File: src/pct_pkg.sv
package pct_pkg;

  // counter geometry
  localparam int unsigned CNT_WIDTH     = 8;
  localparam int unsigned CNT_MAX       = 255;

  // clock and time base
  localparam int unsigned CLK_PERIOD_NS = 10;
  // fastest recommended time base: 100 kHz, i.e. a 10 us period
  localparam int unsigned TB_MAX_KHZ    = 100;
  localparam int unsigned TB_PERIOD_NS  = 1_000_000 / TB_MAX_KHZ;
  localparam int unsigned TB_CYCLES     = TB_PERIOD_NS / CLK_PERIOD_NS;
  localparam int unsigned TB_CNT_WIDTH  = 16;

  // mode select encoding
  localparam logic        MODE_ONE_SHOT = 1'b0;
  localparam logic        MODE_ASTABLE  = 1'b1;

  // reset values
  localparam logic        OUT_IDLE      = 1'b1;
  localparam logic [7:0]  CNT_RESET     = 8'h00;

  typedef enum logic {
    PCT_IDLE,
    PCT_RUN
  } pct_state_e;

  // timer output from the selected taps: a tap pin is high while idle or
  // while its counter bit is set; the joined bus is high only when every
  // selected pin is high, so the first count that lights all of them is
  // the sum of their weights
  function automatic logic pct_tap_out(input logic       running,
                                       input logic [7:0] cnt,
                                       input logic [7:0] sel);
    logic [7:0] pins;
    pins        = running ? cnt : 8'hff;
    pct_tap_out = &(pins | ~sel);
  endfunction

endpackage : pct_pkg

File: src/pct_timer.sv
`timescale 1ns/100ps

// Summary of operation
// - one-shot: output low for n time-base periods, n the selected count
// - idle output high; trigger drives output low and starts a cycle
// - tick source runs and counter advances until programmed count reached
// - one-shot: count reached raises output, stops ticks, clears counter, idles
// - timer output derived from the selected, joined counter taps
// - astable: end of count never resets; oscillation continues after trigger
// - astable single tap of weight n toggles every n periods
// - astable self-starts after reset if trigger is already high; otherwise waits for a trigger
// - reset pulse stops oscillation, output high until next trigger
// - triggers ignored while running; trigger beats simultaneous reset
// - power-up enters reset: TIMER_OUT and COUNTER_OUT high, BUSY low, tick source disabled
// - joined taps sum their weights, giving counts 1 to 255
// - trigger and reset act on rising edges only
module pct_timer
  import pct_pkg::*;
#(
  parameter int unsigned TICK_DIV = TB_CYCLES
) (
  input  wire logic       CLK,             // system clock
  input  wire logic       RESET,           // synchronous reset, active high
  input  wire logic       CE,              // clock enable, freezes state when low
  input  wire logic       TRIGGER,         // start input, rising edge
  input  wire logic       RESET_IN,        // stop input, rising edge
  input  wire logic       MODE,            // 0 one-shot, 1 astable
  input  wire logic [7:0] TAP_SEL,         // joined counter taps
  output logic            TIMER_OUT,       // combined timer output
  output logic [7:0]      COUNTER_OUT,     // individual tap levels
  output logic            TIME_BASE_TICK,  // time-base tick pulse
  output logic            BUSY             // timing cycle active
);

  // refuse dividers the time base cannot serve
  if (TICK_DIV < 1 || TICK_DIV > (2 ** TB_CNT_WIDTH)) begin : g_div_check
    $error("pct_timer: TICK_DIV out of range");
  end

  typedef struct packed {
    pct_state_e state;
    logic [7:0] cnt;
    logic       trig_q;
    logic       rst_q;
    logic       out;
  } pct_timer_s;

  pct_timer_s s;
  pct_timer_s next_s;
  logic       tick;
  logic       trig_edge;
  logic       rst_edge;

  pct_tick_gen #(
    .DIV                (TICK_DIV)
  ) u_tick (
    .CLK                (CLK),
    .RESET              (RESET),
    .CE                 (CE),
    .ENABLE             (s.state == PCT_RUN),
    .TIME_BASE_TICK_OUT (tick)
  );

  assign trig_edge = TRIGGER & ~s.trig_q;
  assign rst_edge  = RESET_IN & ~s.rst_q;

  always_comb begin
    next_s        = s;
    next_s.trig_q = TRIGGER;
    next_s.rst_q  = RESET_IN;
    unique case (s.state)
      PCT_IDLE: begin
        if (trig_edge) begin
          next_s.state = PCT_RUN;
          next_s.cnt   = CNT_RESET;
        end
      end
      PCT_RUN: begin
        if (rst_edge && trig_edge) begin
          next_s.cnt   = CNT_RESET;
        end else if (rst_edge) begin
          next_s.state = PCT_IDLE;
          next_s.cnt   = CNT_RESET;
        end else if (tick) begin
          next_s.cnt   = s.cnt + 8'h01;
        end
      end
    endcase
    next_s.out = pct_tap_out(next_s.state == PCT_RUN, next_s.cnt, TAP_SEL);
    if (MODE == MODE_ONE_SHOT && next_s.state == PCT_RUN && next_s.out) begin
      next_s.state = PCT_IDLE;
      next_s.cnt   = CNT_RESET;
    end
  end

  always_ff @(posedge CLK) begin
    if (RESET) begin
      s.state  <= PCT_IDLE;
      s.cnt    <= CNT_RESET;
      s.trig_q <= 1'b0;
      s.rst_q  <= 1'b0;
      s.out    <= OUT_IDLE;
    end else if (CE) begin
      s <= next_s;
    end
  end

  assign TIMER_OUT      = s.out;
  assign COUNTER_OUT    = (s.state == PCT_RUN) ? s.cnt : 8'hff;
  assign TIME_BASE_TICK = tick;
  assign BUSY           = (s.state == PCT_RUN);

endmodule // pct_timer

File: src/pct_tick_gen.sv
`timescale 1ns/100ps

// time-base tick source: one-cycle pulse every DIV cycles while enabled
module pct_tick_gen
  import pct_pkg::*;
#(
  parameter int unsigned DIV = TB_CYCLES
) (
  input  wire logic CLK,                    // system clock
  input  wire logic RESET,                  // synchronous reset, active high
  input  wire logic CE,                     // clock enable
  input  wire logic ENABLE,                 // run the time base
  output logic      TIME_BASE_TICK_OUT      // tick pulse
);

  // refuse dividers the counter cannot hold
  if (DIV < 1 || DIV > (2 ** TB_CNT_WIDTH)) begin : g_div_check
    $error("pct_tick_gen: DIV out of range");
  end

  localparam logic [TB_CNT_WIDTH-1:0] DIV_LAST = TB_CNT_WIDTH'(DIV - 1);

  typedef struct packed {
    logic [TB_CNT_WIDTH-1:0] div_cnt;
    logic                    tick;
  } pct_tick_s;

  pct_tick_s s;
  pct_tick_s next_s;

  always_comb begin
    next_s = s;
    next_s.tick = 1'b0;
    if (!ENABLE) begin
      next_s.div_cnt = '0;
    end else if (s.div_cnt == DIV_LAST) begin
      next_s.div_cnt = '0;
      next_s.tick    = 1'b1;
    end else begin
      next_s.div_cnt = s.div_cnt + TB_CNT_WIDTH'(1);
    end
  end

  always_ff @(posedge CLK) begin
    if (RESET) begin
      s <= '0;
    end else if (CE) begin
      s <= next_s;
    end
  end

  assign TIME_BASE_TICK_OUT = s.tick;

endmodule // pct_tick_gen

File: config.mk
export PLATFORM = sky130hd
export DESIGN_NAME = pct_timer
export DESIGN_NICKNAME = d
export VERILOG_FILES = /design/src/pct_pkg.sv /design/src/pct_timer.sv /design/src/pct_tick_gen.sv
export SDC_FILE = /design/constraint.sdc
export NUM_CORES = 1
export LEC_CHECK = 0
export BUFFER_PORTS_ARGS = -buffer_cell sky130_fd_sc_hd__buf_4
export CAP_MARGIN = 20
export CORE_MARGIN = 8
export CORE_UTILIZATION = 50
export DETAILED_ROUTE_END_ITERATION = 10
export PLACE_DENSITY_LB_ADDON = 0.25
export SLEW_MARGIN = 20
export SYNTH_ARGS = -nofsm -noshare
export SYNTH_HDL_FRONTEND = slang
export SYNTH_SLANG_ARGS = --single-unit
File: constraint.sdc
create_clock -name CLK -period 5.6 [get_ports CLK]
set_input_delay 1.68 -clock CLK [delete_from_list [all_inputs] [get_ports CLK]]
set_output_delay 1.68 -clock CLK [all_outputs]
set_load 0.01 [all_outputs]
Yosys cells after proc, flatten, opt, wreduce, memory -nomap -nowiden. Index checks and enable logic that the tools add are counted.

Logic and storage cells: 36. Output and inout bits: 11. Register bits after elaboration: 29. Input port bits: 14.

Reduce and logical (&&, ||, !) cells: 4. Add/subtract/negate cells: 2. Multiplexer cells: 14. Equal/unequal tests: 1. Bitwise logic cells: 8.

Operator list (count): $mux W8 (5); $mux W16 (2); $mux W9 (2); $pmux W9 S2 (1); $add A16 B1 Y16 const B (1); $eq A16 B10 Y1 const B (1); $add A8 B1 Y8 const B (1); $not A8 Y8 (1); $or A8 B8 Y8 (1); $reduce_and A8 Y1 (1); $mux W1 (4); $not A1 Y1 (4); $logic_and A1 B1 Y1 (3); $and A1 B1 Y1 (2).

Depth between registers and ports, before layout.
Depth after elaboration: 10. Mapped depth: 9. Gate-level depth less buffers: 8.

By module. Synthesis repeated with hierarchy kept, for this count alone.

Cells, all modules: 275. Area, all modules: 2277.2 µm².

By module, submodules not included: pct_timer (times used 1, seq. area each 240.2 µm², area an instance 1207.4 µm², cells an instance 144); pct_tick_gen (times used 1, seq. area each 340.3 µm², area an instance 1069.8 µm², cells an instance 131).

Worst setup path after synthesis. Ideal clock, no wire load.

Path type: input-to-reg. Start: in RESET_IN. End: reg s[5] (netlist name). Path buffers: 2. Setup time: 145 ps. Data required time: 5455 ps. Arrival: 3007 ps. Cell stages on the path: 9. Path slack: 2449 ps. Cell sequence: nor2b_2 > nand2b_1 > buf_2 > nor3_1 > a21oi_2 > a32oi_1 > and4bb_1 > buf_6 > a311oi_1.

Cells in the longest elaborated chain, start to end: 9. Elaborated cells on any way between the ends: 13. Classes of those cells: 7 x mux; 2 x bitwise; 4 x reduce/logical.

RTL lines: start, declared (line pct_timer.sv:26) `input wire logic RESET_IN,`; $and A1 B1 Y1 * (line pct_timer.sv:65) `assign rst_edge = RESET_IN & ~s.rst_q;`; $mux W8, or another cell as far along (line pct_timer.sv:81) `end else if (rst_edge) begin`; $mux W8 or $mux W1 (tied branches) (line pct_timer.sv:79) `if (rst_edge && trig_edge) begin`; $pmux W9 S2 * (line pct_timer.sv:71) `unique case (s.state)`; $mux W8 (line pct_pkg.sv:36) `pins = running ? cnt : 8'hff;`; $or A8 B8 Y8 (line pct_pkg.sv:37) `pct_tap_out = &(pins | ~sel);`; $reduce_and A8 Y1 (line pct_pkg.sv:37); $logic_and A1 B1 Y1 (line pct_timer.sv:90) `if (MODE == MODE_ONE_SHOT && next_s.state == PCT_RUN && next_s.out) begin`; $mux W9 * (line pct_timer.sv:90); end signal, assigned (line pct_timer.sv:104) `s <= next_s;`; end, declared (line pct_timer.sv:48) `pct_timer_s s;`.

Mark *: on every way between the ends. The rest lies on a longest branch, timed or not. A chain may end at the register's enable or synchronous reset.

Worst setup path in the final report.
Start: in RESET_IN. End: reg s[7] (netlist name).

The elaborated chain is that of the path after synthesis.

==> results.cfg <==
[outcome]
status = finished, final reports clean

[timing]
holdWs_ps = 508
rsz0062_at_grt = false
setup_viol = 0
hold_viol_final = 0
final.setup_skew_ps = 10.3
period_needed_ps = 3450
maxSlewHeadroom = 0.590
slew_viol_final = 0
finalSetupTns_ps = 0
fmax_ghz = 0.290
worstMarginPinSlew_ps = 614
min_period_over_period = 0.616
setup_ws_ps = 2150

[setup_path]
critPathMaxFanout = 14
required_ps = 5770
crit_path_end_kind = register
crit_path_start_kind = input port
worstSetupPathType = in2reg
crit_arrival_ps = 3620

[power]
powerDensity_nw_per_um2 = 198
peakVddDrop_mv = 0.130
leakage_nw = 0.654

[cells_and_area]
nNetsFinal = 256
areaGrowthSynthToFinish_pct = 13.3
stdcell_area_um2 = 1960
multi_input_area_um2 = 1080
final_cell_mix = nor2_1 (34), dfxtp_1 (29), buf_4 (24)
final_common_cell = nor2_1
drive_gt1_frac = 0.154
diodes = 0
fill_cells = 319
register_area_um2 = 581

[grt]
grt-busiest-layer = met1
globalRouteTotalUtil = 0.156
globalRouteOverflowTotal = 0
grt_pass1_wl_um = 6880
antenna_found_initial = 0
grt_max_degree = 21
met1_usage = 0.230
grt_pass1_vias = 1490
grt_use_met3 = 0.0533
grt_use_met2 = 0.196

[cts]
clk_latency_ps = 320
cts_tree = built
cts_root_buf = clkbuf_4
cts_buffers = 5
clkTransAtPathRegs_ps = 80
cts_buffer_depth = 2
cts_hold_buf = 0
cts.sinks = 29
ctsHtreeMaxLevel = 2
cts_setup_buffers = 0
cts_resized = 0

[yosys]
synth_top_area_frac = 0.335
syn-instance-count = 221
syn-cell-area_um2 = 1730
ys_ff_latch = 29
synth_warnings = 0
synth_edf_count = 0
synthFlopType = dfxtp_1
synth.distinct_cells = 48
async_reset_ff_frac = 0
avgSynthCellArea_um2 = 7.84
ys_seq_area_frac = 0.335
synth_nets = 237
yosys-top-cells-area = dfxtp_1 (34%), nor2_1 (7.4%), a21oi_1 (4.9%)
synth_top_cell_by_area = dfxtp_1

[floorplan]
io_pins = 25
die_h_um = 74.9
start_util = 0.519
die_x_um = 74.9
dieArea_um2 = 5610
core_area_um2 = 3340
row_count = 21

[route]
drc_errors = 0
drtIter0Drc = 253
first_pass_iters = 4
wirelength_um = 4090
postRouteAntennaNets = 0
vias = 1662
wl_per_cell_um = 14.3
viasPerCell = 5.81

[min_path]
hp-class = reg2reg

[place]
dpl_worst_slack_ps = 1840
io_buffers = 24
dp_hpwl_um = 2960
place_congestion = 0.852
place_area_um2 = 1910

[run]
cap_violations = 0
stage by stage:
step / util / instances / power (W)
2_1_floorplan: - / 221 / 0.000244
3_3_place_gp: 0.572 / 279 / 0.000265
3_5_place_dp: 0.572 / 279 / 0.000265
4_1_cts: 0.588 / 286 / 0.000392
5_1_grt: 0.588 / 286 / 0.000406
6_report: 0.588 / 286 / 0.000388
final timing paths:
check | startpoint | slack, ps | cells after the start | to
max | RESET_IN | 2150 | 8 | s[7]$_SDFFE_PP0P_
max reg2reg | BUSY$_SDFFE_PP0P_ | 3000 | 6 | s[7]$_SDFFE_PP0P_
min | TIMER_OUT$_SDFFE_PP1P_ | 510 | 1 | TIMER_OUT$_SDFFE_PP1P_
min reg2reg | TIMER_OUT$_SDFFE_PP1P_ | 510 | 1 | TIMER_OUT$_SDFFE_PP1P_
cells in the mapped netlist (2+ instances only):
| library cell | count |
|---|---|
| a21o_1 | 5 |
| a21oi_1 | 17 |
| a311oi_1 | 5 |
| a31o_1 | 2 |
| a31oi_1 | 3 |
| a32oi_1 | 3 |
| and3_1 | 2 |
| buf_2 | 2 |
| buf_6 | 2 |
| clkbuf_1 | 8 |
| dfxtp_1 | 29 |
| ha_1 | 2 |
| mux2i_1 | 2 |
| nand2_1 | 21 |
| nand2b_1 | 11 |
| nand3_1 | 8 |
| nand3_2 | 2 |
| nand4_1 | 6 |
| nor2_1 | 34 |
| nor2b_1 | 2 |
| nor3_1 | 9 |
| nor4_1 | 2 |
| nor4bb_1 | 2 |
| o21ai_0 | 3 |
| or3_1 | 5 |
| or4_1 | 2 |
| xnor2_1 | 5 |
| xor2_1 | 7 |
power breakdown:
group	switching [W]	internal, W
combinational	0.0000273	0.0000209
sequential	0.00000346	0.000208
clock	0.0000690	0.0000592
total	0.0000997	0.000288
cells by family (layout without fill, tap and decap cells):
kind of cell | Yosys count | in the layout | synth area share
buf+inv | 14 | 33 | 0.0404
simple gates | 113 | 113 | 0.345
xor+xnor | 12 | 12 | 0.0606
compound gates | 49 | 49 | 0.193
fa+ha+maj | 2 | 2 | 0.0144
mux | 2 | 2 | 0.0116
flops | 29 | 29 | 0.335
sequential cells by signal, indices dropped and copies added (netlist names):
| register | count |
|---|---|
| BUSY | 1 |
| s | 10 |
| u_tick.TIME_BASE_TICK_OUT | 1 |
| u_tick.s | 16 |
| TIMER_OUT | 1 |
critical path, stage by stage:
cell and delay, ps:
buf_4 110, nor2b_2 170, nand2b_1 350, o2bb2a_1 400, o311ai_0 100, nand3_1 150, and4bb_1 490, a311oi_1 150
cell type report:
| cell class | count | share of cell area |
|---|---|---|
| Multi-Input combinational cell | 178 | 0.551 |
| Tap cell | 46 | 0.0293 |
| Sequential cell | 29 | 0.296 |
| Timing Repair Buffer | 24 | 0.0918 |
| Clock buffer | 7 | 0.0280 |
| Inverter | 2 | 0.00382 |
layer usage:
layer | part of all wire | vias up | wire (µm)
met4 | 0.013 | 0 | 54
met2 | 0.39 | 79 | 1600
li1 | - | 842 | -
met5 | 0 | - | 0
met3 | 0.11 | 6 | 465
met1 | 0.48 | 735 | 1980
(Power assumes the default switching activity.)
